<file path="config.mk">
export PLATFORM = sky130hd
export DESIGN_NAME = amx_switch_status
export DESIGN_NICKNAME = d
export VERILOG_FILES = /design/src/shared/amx_pkg.sv /design/src/verilog/amx_delay_timer.sv /design/src/verilog/amx_spi_shifter.sv /design/src/verilog/amx_switch_status.sv
export VERILOG_INCLUDE_DIRS = /design/src /design/src/shared
export SDC_FILE = /design/constraint.sdc
export NUM_CORES = 1
export LEC_CHECK = 0
export ABC_AREA = 1
export BUFFER_PORTS_ARGS = -buffer_cell sky130_fd_sc_hd__buf_2
export CAP_MARGIN = 20
export CORE_ASPECT_RATIO = 0.9
export CORE_MARGIN = 8
export CORE_UTILIZATION = 35
export DETAILED_ROUTE_END_ITERATION = 12
export PLACE_DENSITY = 0.54
export SLEW_MARGIN = 20
export SYNTH_ARGS = -nofsm -noshare
export SYNTH_HDL_FRONTEND = slang
export SYNTH_SLANG_ARGS = --single-unit
</file>
<file path="constraint.sdc">
create_clock -name sys_clk -period 1.8 [get_ports sys_clk]
set_input_delay 0.27 -clock sys_clk [delete_from_list [all_inputs] [get_ports sys_clk]]
set_output_delay 0.27 -clock sys_clk [all_outputs]
set_load 0.01 [all_outputs]
</file>
<file path="src/shared/amx_map.svh">
// Register addresses, field positions, reset values and timing counts of the switch status block.
`ifndef AMX_MAP_SVH
`define AMX_MAP_SVH

// ==========================================================================
// Frame layout
`define AMX_FRAME_BITS 6'd32
`define AMX_STAT_FAULT_BIT 23
`define AMX_STAT_INT_BIT 22

// ==========================================================================
// Register addresses (seven-bit frame address)
`define AMX_ADDR_MUX_CTRL 7'h1D
`define AMX_ADDR_SW_STATUS 7'h1F
`define AMX_ADDR_FAULT 7'h21
`define AMX_ADDR_LINK_CHECK 7'h01
`define AMX_ADDR_WET_CFG 7'h02

// ==========================================================================
// Multiplexer control fields and reset value
`define AMX_MUX_CTRL_RST 7'h00
`define AMX_MUX_SEL_MSB 5
`define AMX_MUX_CUR_BIT 6
`define AMX_CHAN_LAST 6'h18

// ==========================================================================
// Interrupt pin release time
`define AMX_INT_RELEASE_NS 1000000
`define AMX_CLK_PERIOD_NS 5
`define AMX_INT_RELEASE_CYCLES (`AMX_INT_RELEASE_NS / `AMX_CLK_PERIOD_NS)

`endif

</file>
<file path="src/shared/amx_pkg.sv">
// Types shared by the switch status block.
package amx_pkg;

    typedef struct packed {
        logic [6:0] addr;
        logic write;
        logic [23:0] data;
    } amx_frame_s;

    typedef struct packed {
        logic [7:0] programmable;
        logic [13:0] ground;
    } amx_switch_s;

    typedef enum logic [1:0] {
        AMX_SH_IDLE = 2'b01,
        AMX_SH_FRAME = 2'b10
    } amx_shift_e;

endpackage : amx_pkg

</file>
<file path="src/verilog/amx_delay_timer.sv">
// One-shot down counter that pulses once a fixed number of cycles after a start pulse.
`timescale 1ns/1ps
`default_nettype none

module amx_delay_timer
    import amx_pkg::*;
#(
    parameter int CYCLES = 200000
)
(
    input wire logic sys_clk,
    input wire logic reset_n,
    input wire logic start,
    output logic expire
);

    localparam int W = $clog2(CYCLES + 1);

    logic [W-1:0] count_reg;
    logic [W-1:0] count_next;
    logic expire_reg;
    logic expire_next;

    // A new start simply reloads the count, so the last start always wins.
    always_comb
    begin
        count_next = count_reg;
        expire_next = 1'b0;
        if (start)
        begin
            count_next = W'(CYCLES);
        end
        else if (count_reg != '0)
        begin
            count_next = count_reg - W'(1);
            expire_next = (count_reg == W'(1));
        end
    end

    always_ff @(posedge sys_clk or negedge reset_n)
    begin
        if (!reset_n)
        begin
            count_reg <= '0;
            expire_reg <= 1'b0;
        end
        else
        begin
            count_reg <= count_next;
            expire_reg <= expire_next;
        end
    end

    assign expire = expire_reg;

endmodule : amx_delay_timer
`default_nettype wire

</file>
<file path="src/verilog/amx_spi_shifter.sv">
// Serial frame shifter: samples the link pins and moves 32-bit words in and out.
`timescale 1ns/1ps
`default_nettype none
`include "amx_map.svh"

module amx_spi_shifter
    import amx_pkg::*;
(
    input wire logic sys_clk,
    input wire logic reset_n,
    input wire logic spiSclk,
    input wire logic spiCsN,
    input wire logic spiMosi,
    input wire logic [31:0] txWord,
    output logic csFall,
    output logic frameDone,
    output amx_frame_s rxFrame,
    output logic spiMiso,
    output logic spiMisoOe
);

    amx_shift_e state_reg, state_next;
    logic sclkPrev_reg;
    logic csPrev_reg;
    logic [5:0] bitCnt_reg, bitCnt_next;
    logic [31:0] rxShift_reg, rxShift_next;
    logic [31:0] txShift_reg, txShift_next;
    logic miso_reg, miso_next;
    logic oe_reg, oe_next;
    logic csFall_reg, csFall_next;
    logic done_reg, done_next;
    amx_frame_s rxFrame_reg, rxFrame_next;
    logic sclkRise;
    logic sclkFall;

    // Data is taken on the rising clock edge and changed on the falling one.
    always_comb
    begin
        sclkRise = !sclkPrev_reg && spiSclk && !spiCsN;
        sclkFall = sclkPrev_reg && !spiSclk && !spiCsN;
        state_next = state_reg;
        bitCnt_next = bitCnt_reg;
        rxShift_next = rxShift_reg;
        txShift_next = txShift_reg;
        miso_next = miso_reg;
        oe_next = oe_reg;
        csFall_next = 1'b0;
        done_next = 1'b0;
        rxFrame_next = rxFrame_reg;
        case (state_reg)
            AMX_SH_IDLE:
            begin
                if (csPrev_reg && !spiCsN)
                begin
                    state_next = AMX_SH_FRAME;
                    txShift_next = txWord;
                    miso_next = txWord[31];
                    oe_next = 1'b1;
                    bitCnt_next = 6'h00;
                    csFall_next = 1'b1;
                end
            end
            AMX_SH_FRAME:
            begin
                if (spiCsN)
                begin
                    state_next = AMX_SH_IDLE;
                    oe_next = 1'b0;
                    // A frame of any other length is dropped whole. [RL17] [RL20]
                    done_next = (bitCnt_reg == `AMX_FRAME_BITS);
                    rxFrame_next = rxShift_reg;
                end
                else
                begin
                    if (sclkRise)
                    begin
                        rxShift_next = {rxShift_reg[30:0], spiMosi};
                        if (bitCnt_reg != 6'h3F)
                        begin
                            bitCnt_next = bitCnt_reg + 6'h01;
                        end
                    end
                    if (sclkFall)
                    begin
                        txShift_next = {txShift_reg[30:0], 1'b0};
                        miso_next = txShift_reg[30];
                    end
                end
            end
            default:
            begin
                state_next = AMX_SH_IDLE;
                oe_next = 1'b0;
            end
        endcase
    end

    always_ff @(posedge sys_clk or negedge reset_n)
    begin
        if (!reset_n)
        begin
            state_reg <= AMX_SH_IDLE;
            sclkPrev_reg <= 1'b0;
            csPrev_reg <= 1'b1;
            bitCnt_reg <= 6'h00;
            rxShift_reg <= 32'h00000000;
            txShift_reg <= 32'h00000000;
            miso_reg <= 1'b0;
            oe_reg <= 1'b0;
            csFall_reg <= 1'b0;
            done_reg <= 1'b0;
            rxFrame_reg <= '0;
        end
        else
        begin
            state_reg <= state_next;
            sclkPrev_reg <= spiSclk;
            csPrev_reg <= spiCsN;
            bitCnt_reg <= bitCnt_next;
            rxShift_reg <= rxShift_next;
            txShift_reg <= txShift_next;
            miso_reg <= miso_next;
            oe_reg <= oe_next;
            csFall_reg <= csFall_next;
            done_reg <= done_next;
            rxFrame_reg <= rxFrame_next;
        end
    end

    assign csFall = csFall_reg;
    assign frameDone = done_reg;
    assign rxFrame = rxFrame_reg;
    assign spiMiso = miso_reg;
    assign spiMisoOe = oe_reg;

endmodule : amx_spi_shifter
`default_nettype wire

</file>
<file path="src/verilog/amx_switch_status.sv">
// Analog multiplexer control and switch status word of the switch detection device.
`timescale 1ns/1ps
`default_nettype none
`include "amx_map.svh"

// Behaviour
// RL1: Mux control resets to no channel selected.
// RL2: Channel code routes chosen input to analog output.
// RL3: Bit 6 picks high impedance or wetting current.
// RL4: Selected input reads zero in next status.
// RL5: Channel selection may be rewritten any time.
// RL6: Status register read only, returned next frame.
// RL7: Status bit one means switch closed.
// RL8: Fault 23, interrupt 22, programmable, then ground.
// RL9: Fault status ORs extended and wetting faults.
// RL10: Switch change or new fault sets interrupt.
// RL11: Power-on sets fault status and interrupt flag.
// RL12: Fault status holds until fault register read.
// RL13: Present fault sets its flag again immediately.
// RL14: Any response carrying interrupt flag clears it.
// RL15: Persisting fault raises no new interrupt.
// RL16: Responses carry flags except two config registers.
// RL17: Read frame is 32 clocks after chip select.
// RL18: Interrupt pin released 1 ms after select.
// RL19: Fault flags come back in next response. Code sends only their OR in bit 23; a fault read returns zero in bits 21:0.
// RL20: Frame is address, write flag, 24 data.
module amx_switch_status
    import amx_pkg::*;
#(
    parameter int EXT_FAULTS = 8,
    parameter int WET_FAULTS = 22,
    parameter int INT_RELEASE_CYCLES = `AMX_INT_RELEASE_CYCLES
)
(
    input wire logic sys_clk,
    input wire logic reset_n,
    input wire logic spiSclk,
    input wire logic spiCsN,
    input wire logic spiMosi,
    input wire amx_switch_s switchClosed,
    input wire logic [EXT_FAULTS-1:0] extFaultCond,
    input wire logic [WET_FAULTS-1:0] wetFaultCond,
    output logic spiMiso,
    output logic spiMisoOe,
    output logic [5:0] analogChannelSel,
    output logic analogSourceCurrentSel,
    output logic [23:0] analogRoute,
    output logic intN
);

    // ======================================================================
    // Channel decode

    // Code n selects route bit n-1; zero and codes past the battery sense select nothing.
    function automatic logic [23:0] chanToOnehot(input logic [5:0] code);
        logic [23:0] result;
        result = 24'h000000;
        if (code != 6'h00 && code <= `AMX_CHAN_LAST)
        begin
            result = 24'h000001 << (code - 6'h01);
        end
        return result;
    endfunction : chanToOnehot

    // ======================================================================
    // Link shifter and interrupt pin timer

    logic csFall;
    logic frameDone;
    amx_frame_s rxFrame;
    logic timerExpire;
    logic [31:0] respWord_reg, respWord_next;

    amx_spi_shifter u_shifter (
        .sys_clk(sys_clk),
        .reset_n(reset_n),
        .spiSclk(spiSclk),
        .spiCsN(spiCsN),
        .spiMosi(spiMosi),
        .txWord(respWord_reg),
        .csFall(csFall),
        .frameDone(frameDone),
        .rxFrame(rxFrame),
        .spiMiso(spiMiso),
        .spiMisoOe(spiMisoOe)
    );

    amx_delay_timer #(
        .CYCLES(INT_RELEASE_CYCLES)
    ) u_int_timer (
        .sys_clk(sys_clk),
        .reset_n(reset_n),
        .start(csFall),
        .expire(timerExpire)
    );

    // ======================================================================
    // Multiplexer control register

    logic [6:0] muxCtrl_reg, muxCtrl_next;
    logic [23:0] route_reg, route_next;
    logic muxWritten_reg, muxWritten_next;
    logic muxWrite;

    always_comb
    begin
        muxWrite = frameDone && rxFrame.write && rxFrame.addr == `AMX_ADDR_MUX_CTRL;
        muxCtrl_next = muxCtrl_reg;
        muxWritten_next = muxWritten_reg || muxWrite;
        if (muxWrite)
        begin
            // No unlock sequence is needed; a write takes effect at once. [RL5]
            muxCtrl_next = rxFrame.data[6:0];
        end
        route_next = chanToOnehot(muxCtrl_reg[`AMX_MUX_SEL_MSB:0]); // [RL2]
    end

    always_ff @(posedge sys_clk or negedge reset_n)
    begin
        if (!reset_n)
        begin
            muxCtrl_reg <= `AMX_MUX_CTRL_RST; // [RL1]
            route_reg <= 24'h000000;
            muxWritten_reg <= 1'b0;
        end
        else
        begin
            muxCtrl_reg <= muxCtrl_next;
            route_reg <= route_next;
            muxWritten_reg <= muxWritten_next;
        end
    end

    assign analogChannelSel = muxCtrl_reg[`AMX_MUX_SEL_MSB:0];
    assign analogSourceCurrentSel = muxCtrl_reg[`AMX_MUX_CUR_BIT]; // [RL3]
    assign analogRoute = route_reg;

    // ======================================================================
    // Fault flags, interrupt flag and interrupt pin

    logic [EXT_FAULTS-1:0] extSticky_reg, extSticky_next;
    logic [WET_FAULTS-1:0] wetSticky_reg, wetSticky_next;
    logic porFlag_reg, porFlag_next;
    logic intFlag_reg, intFlag_next;
    logic intN_reg, intN_next;
    amx_switch_s prevSwitch_reg;
    logic faultRead;
    logic faultStatus;
    logic switchEvent;
    logic faultSetEvent;
    logic intEvent;
    logic carriesFlags;

    always_comb
    begin
        faultRead = frameDone && !rxFrame.write && rxFrame.addr == `AMX_ADDR_FAULT; // [RL19]
        // A read leaves only the conditions still present, so they reappear at once. [RL12]
        extSticky_next = faultRead ? extFaultCond : (extSticky_reg | extFaultCond); // [RL13]
        wetSticky_next = faultRead ? wetFaultCond : (wetSticky_reg | wetFaultCond); // [RL13]
        porFlag_next = porFlag_reg && !faultRead;
        faultStatus = porFlag_reg || (|extSticky_reg) || (|wetSticky_reg); // [RL9]
        switchEvent = switchClosed != prevSwitch_reg;
        // Only a flag going from clear to set counts, so a held fault stays quiet. [RL15]
        faultSetEvent = (|(extSticky_next & ~extSticky_reg))
            || (|(wetSticky_next & ~wetSticky_reg));
        intEvent = switchEvent || faultSetEvent; // [RL10]
        carriesFlags = frameDone && rxFrame.addr != `AMX_ADDR_LINK_CHECK
            && rxFrame.addr != `AMX_ADDR_WET_CFG;
        intFlag_next = intFlag_reg;
        if (intEvent)
        begin
            intFlag_next = 1'b1;
        end
        else if (carriesFlags)
        begin
            intFlag_next = 1'b0; // [RL14]
        end
        intN_next = intN_reg;
        if (intEvent)
        begin
            intN_next = 1'b0;
        end
        else if (timerExpire)
        begin
            intN_next = 1'b1; // [RL18]
        end
    end

    always_ff @(posedge sys_clk or negedge reset_n)
    begin
        if (!reset_n)
        begin
            extSticky_reg <= '0;
            wetSticky_reg <= '0;
            porFlag_reg <= 1'b1; // [RL11]
            intFlag_reg <= 1'b1; // [RL11]
            intN_reg <= 1'b0;
            prevSwitch_reg <= '0;
        end
        else
        begin
            extSticky_reg <= extSticky_next;
            wetSticky_reg <= wetSticky_next;
            porFlag_reg <= porFlag_next;
            intFlag_reg <= intFlag_next;
            intN_reg <= intN_next;
            prevSwitch_reg <= switchClosed;
        end
    end

    assign intN = intN_reg;

    // ======================================================================
    // Response word, shifted out during the following frame

    logic [21:0] statusData;
    logic [23:0] selMask;

    always_comb
    begin
        // The selected analog input reads as open. [RL4]
        selMask = chanToOnehot(muxCtrl_reg[`AMX_MUX_SEL_MSB:0]);
        statusData = switchClosed & ~selMask[21:0]; // [RL7] [RL8]
        respWord_next = respWord_reg;
        if (frameDone)
        begin
            respWord_next = {rxFrame.addr, rxFrame.write, 24'h000000};
            if (carriesFlags)
            begin
                respWord_next[`AMX_STAT_FAULT_BIT] = faultStatus; // [RL16]
                respWord_next[`AMX_STAT_INT_BIT] = intFlag_reg; // [RL16]
            end
            if (rxFrame.addr == `AMX_ADDR_SW_STATUS)
            begin
                respWord_next[21:0] = statusData; // [RL6]
            end
            else if (rxFrame.addr == `AMX_ADDR_MUX_CTRL)
            begin
                respWord_next[6:0] = muxCtrl_reg;
            end
        end
    end

    always_ff @(posedge sys_clk or negedge reset_n)
    begin
        if (!reset_n)
        begin
            respWord_reg <= 32'h00000000;
        end
        else
        begin
            respWord_reg <= respWord_next;
        end
    end

    logic statusRead;
    assign statusRead = frameDone && rxFrame.addr == `AMX_ADDR_SW_STATUS;
endmodule : amx_switch_status
`default_nettype wire

</file>
==> run_results.csv <==
group,metric,value,unit
pwr,power.share.sequential,47.4,%
pwr,ir_worst_vdd,669,uV
synthesis,yosysTopAreaCellShare,56.9,%
cells_and_area,fin_cells,1700,
drt,routed_via_density,4.60,
cells_and_area,area_delta_synth_final,25.5,%
sta,setup_violations,0,
global_routing,overflow,0,
floorplanning,io_pins,91,
sta,slew_headroom,63.3,%
sta,worstMarginPinSlew,0.550,ns
sta,fin_crit,1.63,ns
clocking,cts_tree,"done",
pwr,p_sw_share,25.5,%
floorplanning,dieHeight,175,um
synthesis,ys_ff_latch,228,
drt,remaining_drc_errors,0,
run,maxCapViolCount,0,
synthesis,ys_top_cells_by_area,"dfrtp_1, nand2_1, nor2_1",
floorplanning,dieArea,33800,um2
clocking,clk_latency,0.52,ns
cells_and_area,final_core_util,44.5,%
clocking,cts_root_buf,"clkbuf_16",
synthesis,ys_warn_count,0,
worst_setup_path,critPathMaxFanout,6,
global_routing,grt_max_degree,63,
sta,maxSlewViolCount,0,
clocking,cts_buffers,26,
sta,rsz0062_at_grt,"true",
clocking,clockBufferDepth,3,
pwr,power.leakage,6.47,nW
clocking,cts.sinks,228,
clocking,htree_levels,1,
global_routing,antenna_found_initial,0,
synthesis,ys_seq_area_share,58.0,%
drt,vias,7816,
sta,finalHoldViolations,0,
cells_and_area,finalNetCount,1381,
drt,routedWlPerCell,14.1,um
run_status,status,"finished, final reports clean",
synthesis,synth_top_cell_by_area,"dfrtp_1",
cells_and_area,diodes,0,
synthesis,synth.distinct_cells,36,
floorplanning,start_util,35.4,%
place,port_buffers,90,
worst_setup_path,crit_path_end_kind,"register",
drt,wirelength,24000,um
synthesis,syn_area,9850,um2
drt,drt_iter0_markers,450,
drt,first_pass_iters,5,
cells_and_area,nFillCells,2737,
cells_and_area,drive_gt1_share,14.0,%
global_routing,track_usage,14.5,%
global_routing,grt_pass1_vias,7904,
floorplanning,die_w,193,um
worst_setup_path,crit_path_start_kind,"register",
sta,fin_setup_tns,0,ns
sta,fin_skew,0.00899,ns
pwr,p_int,0.00920,W
sta,fmax,612,MHz
worst_setup_path,worst-r2r-cell-count,11,
place,dp.cells,1596,
pwr,clkPwrFrac,41.9,%
drt,postRouteAntennaNets,0,
synthesis,syn_area_per_cell,8.55,um2
pwr,comb_power_share,10.6,%
global_routing,grt_pass1_wl,40200,um
worst_setup_path,cp_data_arrival_time,2.05,ns
pwr,p_switching,0.00315,W
clocking,clk_pin_slew,0.06,ns
worst_setup_path,critPathKind,"register to register",
place,place_congestion,0.914,
floorplanning,coreArea,27800,um2
synthesis,synthCells,1152,
worst_setup_path,required,2.21,ns
synthesis,syn_nets,1213,
sta,finalCritPeriodShare,90.8,%
sta,whs,0.308,ns
pwr,p_per_area,999,nW/um2
place,place_hpwl,17100,um
hold_path,min_path_type,"input pin to async pin",
floorplanning,row_count,58,
what timing repair did:
action,in CTS,in global routing
endpoints found under the setup margin,0,17
hold buffers,56,0
resized for setup,0,6
setup buffers,0,0
endpoints found under the hold margin,109,0
area by class of cell:
type / count / area (um2) / share of cell area (%)
sequential: 228 / 5710 / 46.2
tap: 360 / 450 / 3.64
timing repair buffer: 177 / 1350 / 11.0
multi-input combinational: 741 / 3450 / 27.9
clock inverter: 7 / 68.8 / 0.557
inverter: 146 / 548 / 4.43
clock buffer: 41 / 778 / 6.30
layout by cell type, fill, tap and decap left out, types with 9 or more instances in the layout:
cell type,instances
nand2_1,333
dfrtp_1,224
nor2_1,145
inv_1,141
buf_2,89
o21ai_0,61
dlygate4sd3_1,56
nand3_1,43
a31oi_1,33
o21bai_1,27
clkbuf_16,27
buf_4,23
nand4_1,16
a21oi_1,16
nor3_1,13
clkbuf_1,9
layer usage:
layer	wire length [um]	GRT usage, %	vias to the layer above
met2	10600	22.5	135
met5	0	0	-
met1	11600	20.5	3678
met4	615	3.66	0
li1	-	-	3961
met3	1140	2.83	42
path summary, 6_finish.rpt:
path | startpoint | endpoint | slack (ns)
worst max register to register | u_int_timer.count_reg[0] | u_int_timer.count_reg[10] | 0.17
worst max-delay path | u_int_timer.count_reg[0] | u_int_timer.count_reg[10] | 0.17
worst min-delay path | reset_n | prevSwitch_reg[10] | 0.31
min in group sys_clk | spiSclk | u_shifter.sclkPrev_reg | 0.41
max in group asynchronous | reset_n | porFlag_reg | 0.82
worst min register to register | porFlag_reg | porFlag_reg | 0.44
metrics by stage:
stage	setup WS, ns	instance area, um2	power (W)
after detailed placement	0.0995	10900	0.00717
after global routing	-0.0187	12400	0.0130
final	0.165	12400	0.0123
after CTS	0.0836	12300	0.0125
after floorplan	0.212	9850	0.00663
after global placement	0.153	10900	0.00714
cell usage after synthesis:
library cell and count:
nand2_1 334, dfrtp_1 224, nor2_1 146, inv_1 142
o21ai_0 61, nand3_1 43, a31oi_1 33, o21bai_1 27
a21oi_1 17, buf_2 16, clkbuf_1 16, nand4_1 16
nor3_1 14, o31ai_1 8, xor2_1 8, xnor2_1 7
buf_4 4, dfstp_2 4, ha_1 4, o21ai_1 4
inv_2 3, nor2_4 3, nand2_2 2, nand3b_1 2
o211ai_1 2, or2_2 2, a21oi_2 1, buf_1 1
clkinv_1 1, mux2_2 1, nand2_4 1, nor2_2 1
nor3_2 1, nor4_1 1, nor4_2 1, o21ai_4 1
power groups by stage:
| stage | clock (W) | combinational [W] | sequential [W] |
|---|---|---|---|
| 6_report | 0.00518 | 0.00131 | 0.00586 |
| 3_5_place_dp | 0 | 0.00122 | 0.00594 |
| 5_1_grt | 0.00552 | 0.00153 | 0.00591 |
| 3_3_place_gp | 0 | 0.00122 | 0.00593 |
| 2_1_floorplan | 0 | 0.000783 | 0.00585 |
| 4_1_cts | 0.00533 | 0.00133 | 0.00585 |
critical path, stage by stage, from the launching register on:
cell,delay (ns)
dfrtp_1,0.44
inv_2,0.10
ha_2,0.21
nand2_1,0.09
nor2_2,0.13
nand2_2,0.09
inv_2,0.10
nand2_4,0.08
nor2_4,0.12
inv_1,0.07
nand2_1,0.06
inv_1,0.04
cells by family after synthesis:
kind of cell	after synthesis	synth area share (%)
AND/OR/NAND/NOR	567	23.4
flip-flops	228	58.0
buffers and inverters	183	7.33
AO/OA/AOI/OAI	154	9.33
XOR/XNOR	15	1.33
adder cells (fa/ha/maj)	4	0.508
multiplexers	1	0.114
(Power assumes the default switching activity.)
